$ cat src/hdl/anc_insert_pkg.sv
`default_nettype none
package anc_insert_pkg;
  localparam int unsigned  CLK_HZ         = 10_000_000;
  localparam int unsigned  HEARTBEAT_S    = 2;
  localparam int unsigned  HEARTBEAT_CYC  = HEARTBEAT_S * CLK_HZ;
  localparam logic [31:0]  TYPE_INSERT    = 32'hF5AB02ED;
  localparam logic [31:0]  TYPE_ACK       = 32'hAC73B938;
  localparam logic [31:0]  TYPE_HEARTBEAT = 32'h20120831;
  localparam int unsigned  HDR_BYTES      = 16;
  localparam int unsigned  REPLY_BYTES    = 32;
  localparam int unsigned  FIFO_DEPTH     = 16;
  localparam int unsigned  BYTE_W         = 8;
  localparam int unsigned  BCNT_W         = 16;
  // Header byte offsets of the insertion and acknowledgement packets.
  localparam logic [4:0]   OFS_PSIZE_LO   = 5'h04;
  localparam logic [4:0]   OFS_PSIZE_HI   = 5'h05;
  localparam logic [4:0]   OFS_DID        = 5'h06;
  localparam logic [4:0]   OFS_SDID       = 5'h07;
  localparam logic [4:0]   OFS_LINE_LO    = 5'h08;
  localparam logic [4:0]   OFS_LINE_HI    = 5'h09;
  localparam logic [4:0]   OFS_PAY_LO     = 5'h0A;
  localparam logic [4:0]   OFS_PAY_HI     = 5'h0B;
  localparam logic [4:0]   OFS_UID0       = 5'h0C;
  localparam logic [4:0]   OFS_UID3       = 5'h0F;
endpackage
`default_nettype wire

$ cat src/hdl/anc_packet_insert_ack.sv
// Overview of operation
// - With acknowledgement on, each inserted packet is acknowledged once.
// - Acknowledgement leaves only once the data is placed in the video.
// - With heartbeat on, a heartbeat packet goes out every two seconds.
// - Line field zero picks the configured line, else the packet's line.
// - Acknowledgement echoes header with type AC73B938 and the line used.
// - Heartbeat is type word 20120831 then 28 reserved zero bytes.
`default_nettype none
module anc_packet_insert_ack #(
  // Heartbeat period in clock cycles; only a testbench shortens it.
  parameter int unsigned HB_CYC = anc_insert_pkg::HEARTBEAT_CYC
) (
  input  wire logic        core_clk_i,
  input  wire logic        srst_i,
  input  wire logic        ack_enable_i,
  input  wire logic        heartbeat_enable_i,
  input  wire logic [15:0] default_line_i,
  input  wire logic [7:0]  rx_data_i,
  input  wire logic        rx_valid_i,
  input  wire logic        rx_last_i,
  output logic             rx_ready_o,
  output logic             anc_start_o,
  output logic      [7:0]  anc_did_o,
  output logic      [7:0]  anc_sdid_o,
  output logic      [15:0] anc_line_o,
  output logic      [15:0] anc_count_o,
  output logic      [7:0]  anc_data_o,
  output logic             anc_valid_o,
  input  wire logic        anc_ready_i,
  input  wire logic        anc_done_i,
  output logic      [7:0]  tx_data_o,
  output logic             tx_valid_o,
  output logic             tx_last_o,
  input  wire logic        tx_ready_i
);
  typedef enum logic [2:0] {
    ST_HDR,
    ST_START,
    ST_PAYLOAD,
    ST_WAIT_DONE,
    ST_DROP
  } rx_state_e;

  rx_state_e   state;
  logic [15:0] bcnt;
  logic [31:0] type_word;
  logic [15:0] psize;
  logic [7:0]  did;
  logic [7:0]  sdid;
  logic [15:0] line_field;
  logic [15:0] pay_size;
  logic [31:0] uid;
  logic [15:0] pay_left;
  logic        rx_take;
  logic        fifo_in_ready;
  logic        fifo_in_valid;
  logic [7:0]  fifo_out_data;
  logic        fifo_out_valid;
  logic        fifo_out_ready;
  logic        ack_pending;
  logic        hb_pending;
  logic [31:0] hb_cnt;
  logic        tx_busy;
  logic        tx_is_ack;
  logic [4:0]  tx_idx;
  logic [7:0]  next_tx_byte;

  // Payload bytes are gated by FIFO space so the sender is stalled.
  assign rx_take = rx_valid_i && rx_ready_o;
  assign fifo_in_valid = (state == ST_PAYLOAD) && rx_take;
  assign fifo_out_ready = anc_ready_i && (state == ST_PAYLOAD
                          || state == ST_WAIT_DONE);

  anc_byte_fifo #(
    .WIDTH (anc_insert_pkg::BYTE_W),
    .DEPTH (anc_insert_pkg::FIFO_DEPTH)
  ) u_fifo (
    .core_clk_i  (core_clk_i),
    .srst_i      (srst_i),
    .in_data_i   (rx_data_i),
    .in_valid_i  (fifo_in_valid),
    .in_ready_o  (fifo_in_ready),
    .out_data_o  (fifo_out_data),
    .out_valid_o (fifo_out_valid),
    .out_ready_i (fifo_out_ready)
  );

  always_comb begin
    case (state)
      // Holding the next header until its acknowledgement is out keeps the
      // echoed fields intact, at the cost of some input throughput.
      ST_HDR:     rx_ready_o = !ack_pending && !(tx_busy && tx_is_ack);
      ST_DROP:    rx_ready_o = 1'b1;
      ST_PAYLOAD: rx_ready_o = fifo_in_ready && (pay_left != 16'h0000);
      default:    rx_ready_o = 1'b0;
    endcase
  end

  // Header capture, byte by byte, little-endian fields.
  always_ff @(posedge core_clk_i) begin
    if (srst_i) begin
      type_word  <= '0;
      psize      <= '0;
      did        <= '0;
      sdid       <= '0;
      line_field <= '0;
      pay_size   <= '0;
      uid        <= '0;
    end else if (state == ST_HDR && rx_take) begin
      if (bcnt < 16'(anc_insert_pkg::OFS_PSIZE_LO)) begin
        type_word <= {rx_data_i, type_word[31:8]};
      end else if (bcnt == 16'(anc_insert_pkg::OFS_PSIZE_LO)) begin
        psize[7:0] <= rx_data_i;
      end else if (bcnt == 16'(anc_insert_pkg::OFS_PSIZE_HI)) begin
        psize[15:8] <= rx_data_i;
      end else if (bcnt == 16'(anc_insert_pkg::OFS_DID)) begin
        did <= rx_data_i;
      end else if (bcnt == 16'(anc_insert_pkg::OFS_SDID)) begin
        sdid <= rx_data_i;
      end else if (bcnt == 16'(anc_insert_pkg::OFS_LINE_LO)) begin
        line_field[7:0] <= rx_data_i;
      end else if (bcnt == 16'(anc_insert_pkg::OFS_LINE_HI)) begin
        line_field[15:8] <= rx_data_i;
      end else if (bcnt == 16'(anc_insert_pkg::OFS_PAY_LO)) begin
        pay_size[7:0] <= rx_data_i;
      end else if (bcnt == 16'(anc_insert_pkg::OFS_PAY_HI)) begin
        pay_size[15:8] <= rx_data_i;
      end else begin
        uid <= {rx_data_i, uid[31:8]};
      end
    end
  end

  always_ff @(posedge core_clk_i) begin
    if (srst_i) begin
      state    <= ST_HDR;
      bcnt     <= '0;
      pay_left <= '0;
    end else begin
      case (state)
        ST_HDR: begin
          if (rx_take) begin
            bcnt <= bcnt + 16'h0001;
            if (bcnt == 16'(anc_insert_pkg::OFS_UID3)) begin
              bcnt <= '0;
              if (type_word != anc_insert_pkg::TYPE_INSERT) begin
                state <= rx_last_i ? ST_HDR : ST_DROP;
              end else begin
                state <= ST_START;
              end
            end else if (rx_last_i) begin
              bcnt <= '0;
            end
          end
        end
        ST_START: begin
          pay_left <= pay_size;
          state    <= ST_PAYLOAD;
        end
        ST_PAYLOAD: begin
          if (rx_take) begin
            pay_left <= pay_left - 16'h0001;
          end
          if (pay_left == 16'h0000 || (rx_take && rx_last_i)) begin
            state <= ST_WAIT_DONE;
          end
        end
        ST_WAIT_DONE: begin
          if (anc_done_i && !fifo_out_valid) begin
            state <= ST_HDR;
          end
        end
        ST_DROP: begin
          if (rx_take && rx_last_i) begin
            state <= ST_HDR;
          end
        end
        default: state <= ST_HDR;
      endcase
    end
  end

  // Inserter command and registered data path.
  always_ff @(posedge core_clk_i) begin
    if (srst_i) begin
      anc_start_o <= 1'b0;
      anc_did_o   <= '0;
      anc_sdid_o  <= '0;
      anc_line_o  <= '0;
      anc_count_o <= '0;
    end else begin
      anc_start_o <= (state == ST_START);
      if (state == ST_START) begin
        anc_did_o   <= did;
        anc_sdid_o  <= sdid;
        anc_count_o <= pay_size;
        anc_line_o  <= (line_field == 16'h0000) ? default_line_i
                                                : line_field;
      end
    end
  end

  always_ff @(posedge core_clk_i) begin
    if (srst_i) begin
      anc_data_o  <= '0;
      anc_valid_o <= 1'b0;
    end else begin
      anc_valid_o <= fifo_out_valid && fifo_out_ready;
      anc_data_o  <= fifo_out_data;
    end
  end

  // Pending flags: a new event wins over the clear by the sender.
  always_ff @(posedge core_clk_i) begin
    if (srst_i) begin
      ack_pending <= 1'b0;
    end else if (state == ST_WAIT_DONE && anc_done_i && !fifo_out_valid
                 && ack_enable_i) begin
      ack_pending <= 1'b1;
    end else if (!tx_busy && ack_pending) begin
      ack_pending <= 1'b0;
    end
  end

  always_ff @(posedge core_clk_i) begin
    if (srst_i || !heartbeat_enable_i) begin
      hb_cnt <= '0;
    end else if (hb_cnt == HB_CYC - 1) begin
      hb_cnt <= '0;
    end else begin
      hb_cnt <= hb_cnt + 32'h0000_0001;
    end
  end

  always_ff @(posedge core_clk_i) begin
    if (srst_i) begin
      hb_pending <= 1'b0;
    end else if (heartbeat_enable_i && hb_cnt == HB_CYC - 1) begin
      hb_pending <= 1'b1;
    end else if (!tx_busy && !ack_pending && hb_pending) begin
      hb_pending <= 1'b0;
    end
  end

  // Reply byte generator; acknowledgements take priority over heartbeats.
  always_comb begin
    next_tx_byte = 8'h00;
    if (tx_idx < 5'h04) begin
      next_tx_byte = tx_is_ack
        ? anc_insert_pkg::TYPE_ACK[8*tx_idx[1:0] +: 8]
        : anc_insert_pkg::TYPE_HEARTBEAT[8*tx_idx[1:0] +: 8];
    end else if (tx_is_ack) begin
      if (tx_idx == anc_insert_pkg::OFS_PSIZE_LO) begin
        next_tx_byte = psize[7:0];
      end else if (tx_idx == anc_insert_pkg::OFS_PSIZE_HI) begin
        next_tx_byte = psize[15:8];
      end else if (tx_idx == anc_insert_pkg::OFS_DID) begin
        next_tx_byte = did;
      end else if (tx_idx == anc_insert_pkg::OFS_SDID) begin
        next_tx_byte = sdid;
      end else if (tx_idx == anc_insert_pkg::OFS_LINE_LO) begin
        next_tx_byte = anc_line_o[7:0];
      end else if (tx_idx == anc_insert_pkg::OFS_LINE_HI) begin
        next_tx_byte = anc_line_o[15:8];
      end else if (tx_idx == anc_insert_pkg::OFS_PAY_LO) begin
        next_tx_byte = pay_size[7:0];
      end else if (tx_idx == anc_insert_pkg::OFS_PAY_HI) begin
        next_tx_byte = pay_size[15:8];
      end else if (tx_idx >= anc_insert_pkg::OFS_UID0
                   && tx_idx <= anc_insert_pkg::OFS_UID3) begin
        next_tx_byte = uid[8*tx_idx[1:0] +: 8];
      end
    end
  end

  always_ff @(posedge core_clk_i) begin
    if (srst_i) begin
      tx_busy    <= 1'b0;
      tx_is_ack  <= 1'b0;
      tx_idx     <= '0;
      tx_data_o  <= '0;
      tx_valid_o <= 1'b0;
      tx_last_o  <= 1'b0;
    end else if (!tx_busy) begin
      tx_valid_o <= 1'b0;
      tx_last_o  <= 1'b0;
      if (ack_pending || hb_pending) begin
        tx_busy   <= 1'b1;
        tx_is_ack <= ack_pending;
        tx_idx    <= '0;
      end
    end else if (!tx_valid_o || tx_ready_i) begin
      if (tx_valid_o && tx_last_o) begin
        tx_busy    <= 1'b0;
        tx_valid_o <= 1'b0;
        tx_last_o  <= 1'b0;
      end else begin
        tx_data_o  <= next_tx_byte;
        tx_valid_o <= 1'b1;
        tx_last_o  <= (tx_idx == 5'(anc_insert_pkg::REPLY_BYTES - 1));
        tx_idx     <= tx_idx + 5'h01;
      end
    end
  end
endmodule
`default_nettype wire

$ cat src/hdl/anc_byte_fifo.sv
`default_nettype none
module anc_byte_fifo #(
  parameter int unsigned WIDTH = 8,
  parameter int unsigned DEPTH = 16
) (
  input  wire logic             core_clk_i,
  input  wire logic             srst_i,
  input  wire logic [WIDTH-1:0] in_data_i,
  input  wire logic             in_valid_i,
  output logic                  in_ready_o,
  output logic      [WIDTH-1:0] out_data_o,
  output logic                  out_valid_o,
  input  wire logic             out_ready_i
);
  localparam int unsigned AW = $clog2(DEPTH);
  logic [WIDTH-1:0] mem [DEPTH];
  logic [AW-1:0]    wptr;
  logic [AW-1:0]    rptr;
  logic [AW:0]      count;
  logic             push;
  logic             pop;

  assign in_ready_o  = (count != (AW+1)'(DEPTH));
  assign out_valid_o = (count != '0);
  assign out_data_o  = mem[rptr];
  assign push        = in_valid_i && in_ready_o;
  assign pop         = out_valid_o && out_ready_i;

  always_ff @(posedge core_clk_i) begin
    if (push) begin
      mem[wptr] <= in_data_i;
    end
  end

  always_ff @(posedge core_clk_i) begin
    if (srst_i) begin
      wptr  <= '0;
      rptr  <= '0;
      count <= '0;
    end else begin
      if (push) begin
        wptr <= wptr + AW'(1);
      end
      if (pop) begin
        rptr <= rptr + AW'(1);
      end
      if (push && !pop) begin
        count <= count + (AW+1)'(1);
      end else if (pop && !push) begin
        count <= count - (AW+1)'(1);
      end
    end
  end
endmodule
`default_nettype wire

$ cat config.mk
export PLATFORM = sky130hd
export DESIGN_NAME = anc_packet_insert_ack
export DESIGN_NICKNAME = d
export VERILOG_FILES = /design/src/hdl/anc_insert_pkg.sv /design/src/hdl/anc_packet_insert_ack.sv /design/src/hdl/anc_byte_fifo.sv
export SDC_FILE = /design/constraint.sdc
export NUM_CORES = 1
export LEC_CHECK = 0
export BUFFER_PORTS_ARGS = -buffer_cell sky130_fd_sc_hd__buf_2
export CAP_MARGIN = 20
export CORE_MARGIN = 1.5
export CORE_UTILIZATION = 35
export DETAILED_ROUTE_END_ITERATION = 10
export SKIP_LAST_GASP = 1
export SLEW_MARGIN = 0
export SYNTH_ARGS = -nofsm -noshare
export SYNTH_HDL_FRONTEND = slang
export SYNTH_SLANG_ARGS = --single-unit
$ cat constraint.sdc
create_clock -name core_clk_i -period 4.2 [get_ports core_clk_i]
set_input_delay 0.21 -clock core_clk_i [delete_from_list [all_inputs] [get_ports core_clk_i]]
set_output_delay 0.21 -clock core_clk_i [all_outputs]
set_load 0.02 [all_outputs]
=== After elaboration in Yosys (flattened, before gate mapping) ===
Memories as Yosys holds them, arrays and structs flattened. A register that Yosys moved wholly into a read port is not among the register bits.
Cells that the tools add are included.

* Output and inout bits: 69
* Memories: 1
* Flip-flop bits (word level): 277
* Bits of input ports: 33
* Word-level logic and storage cells: 197
* Bits in writable memories: 128

{| class="wikitable"
|+ Memories
! memory !! depth !! bits a word !! rd ports !! clocked after memory_dff !! wr ports !! RTL line !! RTL
|-
| u_fifo.mem || 16 || 8 || 1 || 1 || 1 || anc_byte_fifo.sv:16 || <nowiki>logic [WIDTH-1:0] mem [DEPTH];</nowiki>
|}

* Order comparisons: 4
* Muxes and demuxes: 43
* Reductions and logical operators: 63
* Add/sub/neg operators: 8
* Bitwise logic cells: 11
* Equal/unequal tests: 33
* Shifts and indexed selects: 3

{| class="wikitable"
|+ Operators by type and width
! kind !! number
|-
| two-way mux 8 bit || 12
|-
| equality test 16 x 4 -> 1 bit (second input constant) || 5
|-
| equality test 16 x 3 -> 1 bit (second input constant) || 4
|-
| two-way mux 16 bit || 4
|-
| indexed part select 32 x 6 -> 8 bit (first input constant) || 2
|-
| adder 32 x 1 -> 32 bit (second input constant) || 1
|-
| equality test 32 x 25 -> 1 bit (second input constant) || 1
|-
| logical NOT 16 bit || 2
|-
| != test 32 bit (second input constant) || 1
|-
| case mux 16 bit (2 select lines) || 1
|-
| indexed part select 32 x 6 -> 8 bit || 1
|-
| two-way mux 5 bit || 6
|-
| logical AND 1 bit || 22
|-
| two-way mux 3 bit || 7
|-
| equality test 5 x 3 -> 1 bit (second input constant) || 4
|-
| equality test 5 x 4 -> 1 bit (second input constant) || 4
|-
| AND reduction 10 bit || 2
|-
| adder 16 x 1 -> 16 bit (second input constant) || 1
|-
| less-than comparator 16 x 3 -> 1 bit (second input constant) || 1
|-
| nonzero test 16 bit || 1
|-
| subtractor 16 x 1 -> 16 bit (second input constant) || 1
|-
| case mux 3 bit (5 select lines) || 1
|-
| two-way mux 1 bit || 11
|-
| NOT 1 bit || 11
|-
| other kinds (28) || 59
|}

=== Depth between registers and ports, before layout ===
* Depth in word-level cells: 13
* Depth in mapped cells: 14
* Gate-level depth less buffers: 14

=== Cells and area by module ===
Synthesis repeated with hierarchy kept, for this count alone.

* Cell total of the unflattened synthesis: 1792
* Area total of the unflattened synthesis: 17936.0 um^2

{| class="wikitable"
|+ Modules (own cells, without submodules)
! module !! cells an instance !! instances !! area each (um^2) !! sequential area each (um^2)
|-
| anc_packet_insert_ack || 1483 || 1 || 12166.7 || 5445.2
|-
| anc_byte_fifo || 309 || 1 || 5769.3 || 4184.0
|}

=== Worst setup path after synthesis ===
No wires, ideal clock.

* Path type: reg2reg
* Start: register state[0]
* End: register u_fifo.count[4]
* Path slack: 0.878 ns
* Period minus slack after synthesis: 3.322 ns
* Library setup time: 0.128 ns
* Buffers on the path: 2
* Stages on the path, launching flop included: 15
* Data arrival time: 3.195 ns
* Path through: dfxtp_1 buf_6 or3b_1 buf_2 a211o_1 nor2_1 ha_1 inv_1 ha_1 nor2b_1 o21a_1 or3_1 a21oi_1 xnor2_1 nor2_1

* Longest elaborated chain between the ends: 8
* Elaborated cells on any way between the ends: 17
* Those cells by class: 3 x eq/ne; 2 x mux; 12 x reduce/logical

{| class="wikitable"
|+ RTL lines
! element !! RTL line !! RTL
|-
| start: declaration || anc_packet_insert_ack.sv:44 || <nowiki>rx_state_e state;</nowiki>
|-
| start signal: assignment || anc_packet_insert_ack.sv:147 || <nowiki>state <= rx_last_i ? ST_HDR : ST_DROP;</nowiki>
|-
| equality test 3 x 2 -> 1 bit, or another cell as far along || anc_packet_insert_ack.sv:70, anc_packet_insert_ack.sv:89 ||
|-
| case mux 1 bit (3 select lines) || anc_packet_insert_ack.sv:89 || <nowiki>case (state)</nowiki>
|-
| logical AND 1 bit || anc_packet_insert_ack.sv:69 || <nowiki>assign rx_take = rx_valid_i && rx_ready_o;</nowiki>
|-
| logical AND 1 bit (*) || anc_packet_insert_ack.sv:70 || <nowiki>assign fifo_in_valid = (state == ST_PAYLOAD) && rx_take;</nowiki>
|-
| logical AND 1 bit (*) || anc_byte_fifo.sv:26 || <nowiki>assign push = in_valid_i && in_ready_o;</nowiki>
|-
| named net u_fifo.push || anc_byte_fifo.sv:20 || <nowiki>logic push;</nowiki>
|-
| logical NOT 1 bit || anc_byte_fifo.sv:49 || <nowiki>end else if (pop && !push) begin</nowiki>
|-
| logical AND 1 bit || anc_byte_fifo.sv:49 ||
|-
| nonzero test 2 bit (no source line) || n/a ||
|-
| end signal: assignment || anc_byte_fifo.sv:48 || <nowiki>count <= count + (AW+1)'(1);</nowiki>
|-
| end signal: assignment || anc_byte_fifo.sv:50 || <nowiki>count <= count - (AW+1)'(1);</nowiki>
|-
| end: declaration || anc_byte_fifo.sv:19 || <nowiki>logic [AW:0] count;</nowiki>
|}

The timed path passes the listed nets; every way through them passes the cells marked *.
A chain may end at the register's enable or synchronous reset.

=== Worst setup path after layout ===
* Start: register u_fifo.count[0]
* End: register u_fifo.count[4]

* Longest elaborated chain between the ends: 9
* Elaborated cells on any way between the ends: 17
* Those cells by class: 2 x add/sub; 1 x eq/ne; 3 x mux; 11 x reduce/logical

{| class="wikitable"
|+ RTL lines
! element !! RTL line !! RTL
|-
| != test 5 bit || anc_byte_fifo.sv:23 || <nowiki>assign in_ready_o = (count != (AW+1)'(DEPTH));</nowiki>
|-
| logical AND 1 bit || anc_packet_insert_ack.sv:94 || <nowiki>ST_PAYLOAD: rx_ready_o = fifo_in_ready && (pay_left != 16'h0000);</nowiki>
|-
| case mux 1 bit (3 select lines) || anc_packet_insert_ack.sv:89 ||
|-
| logical AND 1 bit || anc_packet_insert_ack.sv:69 ||
|-
| logical AND 1 bit || anc_packet_insert_ack.sv:70 ||
|-
| logical AND 1 bit || anc_byte_fifo.sv:26 ||
|-
| logical NOT 1 bit || anc_byte_fifo.sv:49 ||
|-
| logical AND 1 bit || anc_byte_fifo.sv:49 ||
|-
| nonzero test 2 bit (no source line) || n/a ||
|}

Parallel ways exist; a longest one is shown, timed or not. The select of a mux whose other input is x is not followed.

==> results.ini <==
[status]
status=finished, final reports clean

[die]
die_y_um=228.1
rows=82
core_mm2=0.05007
die_w_um=228.1
num_io_pins=102
initial_core_util_pct=35.42
die_area_mm2=0.05202

[drt]
wl_met1_um=21400
drt_iter0_markers=1048
drt-total-wl_um=48110
wl_met2_um=22030
vias=13420
drc=0
vias_per_cell=5.269
wl_met3_um=3238
ant_nets=0
wl_per_cell_um=18.89
dr.max_layer_used=met5
drt-pass1-iter-count=5

[layout]
area_growth_pct=15.09
drive_gt1_share_pct=13.58
post-route-util_pct=40.76
final_nets=1894
instances_no_fill=2546

[grt]
grt_util_all_layers_pct=18.32
overflow=0
grt_pass1_vias=12940
grt_pass1_wl_um=75130
grt_max_degree=95
antenna_found_initial=6

[clock_tree]
cts_setup_buffers=0
numCtsBuffers=45
cts_tree=yes
cts_root_buf=clkbuf_16
ctsLongestPathBuffers=3
clk_pin_slew_ns=0.06
hold_buffers=15
clkSinkCount=413
clk_latency_ns=0.60
cts_resized=0
htree_levels=2

[synth]
synth-main-ff-cell=dfxtp_1
synth_cell_types=69
async_reset_ff_share_pct=0
syn_avg_cell_area_um2=10.02
yosysWarnings=0
synth_top_area_share_pct=32.18
synth_nets=1829
yosysTopAreaCell=dfxtp_1
yosysMostFrequentCell=dfxtp_1
synth_cells=1770
yosys-top-cells-area=dfxtp_1 (32%), edfxtp_1 (22%), mux4_2 (6.1%), nand2_1 (5.8%), a21oi_1 (4.6%)
ys_seq_area_share_pct=53.85
synth_area_mm2=0.01773
ys_ff_latch=413
synth.top_cells.by_count=dfxtp_1 (285), nand2_1 (276), nor2_1 (211), a21oi_1 (163), edfxtp_1 (128)
synth_edf_count=128

[sta]
finalSetupTns_ns=0
slew_headroom_pct=27.46
timing.final.crit_share_pct=83.06
rsz0062_at_grt=false
hold_viol_final=0
worst_slack_ns=0.7115
tightest_slew_ns=1.088
finClkSkew_ns=0.01734
period_minus_slack_ns=3.488
finalMaxSlewViolations=0
max_freq_mhz=286.7
setup_viol=0

[job]
cap_viol_max_count=0

[setup_path]
critPathMaxFanout=5
cp.required_ns=4.65
cp.arrival_ns=3.94
path_cells=nor4_1 > nor2b_1 > nor2_1 > inv_1 > ha_1 > inv_1 > ha_1 > nor2b_1 > o21a_1 > or3_1 > a21oi_1 > xnor2_1 > nor2_1
path_class=flop to flop
worst_setup_path_start_kind=flop
cpPeakStageDelay_ns=0.77
critPathSlowestCell=nor4_1
endpoint_kind=flop
reg2reg_depth=13

[power]
vdd_drop_max_uv=276.4
p_leak_uw=0.007202
power_density_mw_per_mm2=403.3

[place]
dp.cells=2445
port_buffers=101
place_congestion=0.8851
hpwl_um=31940
place_ws_ns=0.7702

[hold_path]
hold_class=input pin to flop
hold_depth=3

final timing paths:
| path | from | end | slack, ns |
|---|---|---|---|
| worst max register to register | u_fifo.count[0] | u_fifo.count[4] | 0.71 |
| worst min-delay path | default_line_i[15] | anc_line_o[15] | 0.03 |
| worst max-delay path | u_fifo.count[0] | u_fifo.count[4] | 0.71 |
| worst min register to register | anc_count_o[0] | anc_count_o[0] | 0.45 |
flip-flops by register name (all words and copies together) (netlist names), 3 cells and up:
signal and flops:
anc_did_o 8, line_field 16, did 8, tx_data_o 8, psize 16, sdid 8
u_fifo.wptr 4, anc_line_o 16, bcnt 16, anc_count_o 16, u_fifo.rptr 4, u_fifo.mem 128
pay_size 16, type_word 32, pay_left 16, hb_cnt 32, anc_data_o 8, anc_sdid_o 8
state 3, uid 32, u_fifo.count 5, tx_idx 5
where the power goes:
group	switching [µW]	internal (µW)
registers	9.28	4120
logic	141	46.3
clock network	1670	2240
layout make-up:
class                   count  area [µm²]
well taps                 672       840.8
clock buffers              64        1257
clock inverters            18       196.4
fillers                  4938       29660
flip-flops and latches    413        9552
inverters                  32       120.1
multi-input cells        1206        7610
diodes                      4       10.01
repair buffers            137       822.0
cell usage in the layout (no fill, tap or decap), types with 8 or more instances in the layout:
master,n
xor2_1,28
clkinv_2,9
or3_1,10
nor4_1,20
nand3_1,33
o211ai_1,13
o21ai_0,45
o22ai_1,8
dfxtp_1,283
a21oi_1,163
nor2b_1,19
dlygate4sd3_1,15
clkbuf_1,13
mux2i_1,65
clkbuf_16,45
nor3_1,38
xnor2_1,21
buf_2,100
nand4_1,25
edfxtp_1,128
nand2b_1,9
and4_1,11
buf_4,21
and3_1,10
nand2_1,275
nor2_1,211
a211oi_1,20
mux4_2,48
ha_1,25
inv_1,32
cell families (layout without fill, tap and decap cells):
family / after synthesis / count (layout) / synth area share [%]
simple gates: 700 / 700 / 17.87
flops: 413 / 413 / 53.85
compound gates: 317 / 317 / 10.82
buf+inv: 151 / 251 / 3.331
mux: 113 / 113 / 9.766
xor+xnor: 49 / 49 / 2.420
fa+ha+maj: 27 / 27 / 1.933
other cells: 0 / 4 / 0
through the flow:
stage | power, µW | instance area, µm² | hold WS (ns)
floorplan | 4310 | 17730 | 0.3089
global placement | 4392 | 18790 | 0.4331
detailed placement | 4394 | 18790 | 0.4444
CTS | 8323 | 20400 | 0.003457
global route | 8501 | 20410 | 0.03660
finish | 8230 | 20410 | 0.02815
layer usage:
metal	vias up	track usage, %
li1	6434	-
met1	6513	24.46
met2	381	29.04
met3	83	4.450
met4	4	6.229
met5	-	0
worst max-delay path: cells and delay by family (launching register included):
family | cells | cell delay [ns]
adders and majority gates | 2 | 0.56
DFF | 1 | 0.34
xor gates and xnor gates | 1 | 0.14
and+or+nand+nor | 6 | 1.66
AOI/OAI and AO/OA | 2 | 0.38
buffers and inverters | 2 | 0.26
Power figures use the tool's default switching activity.
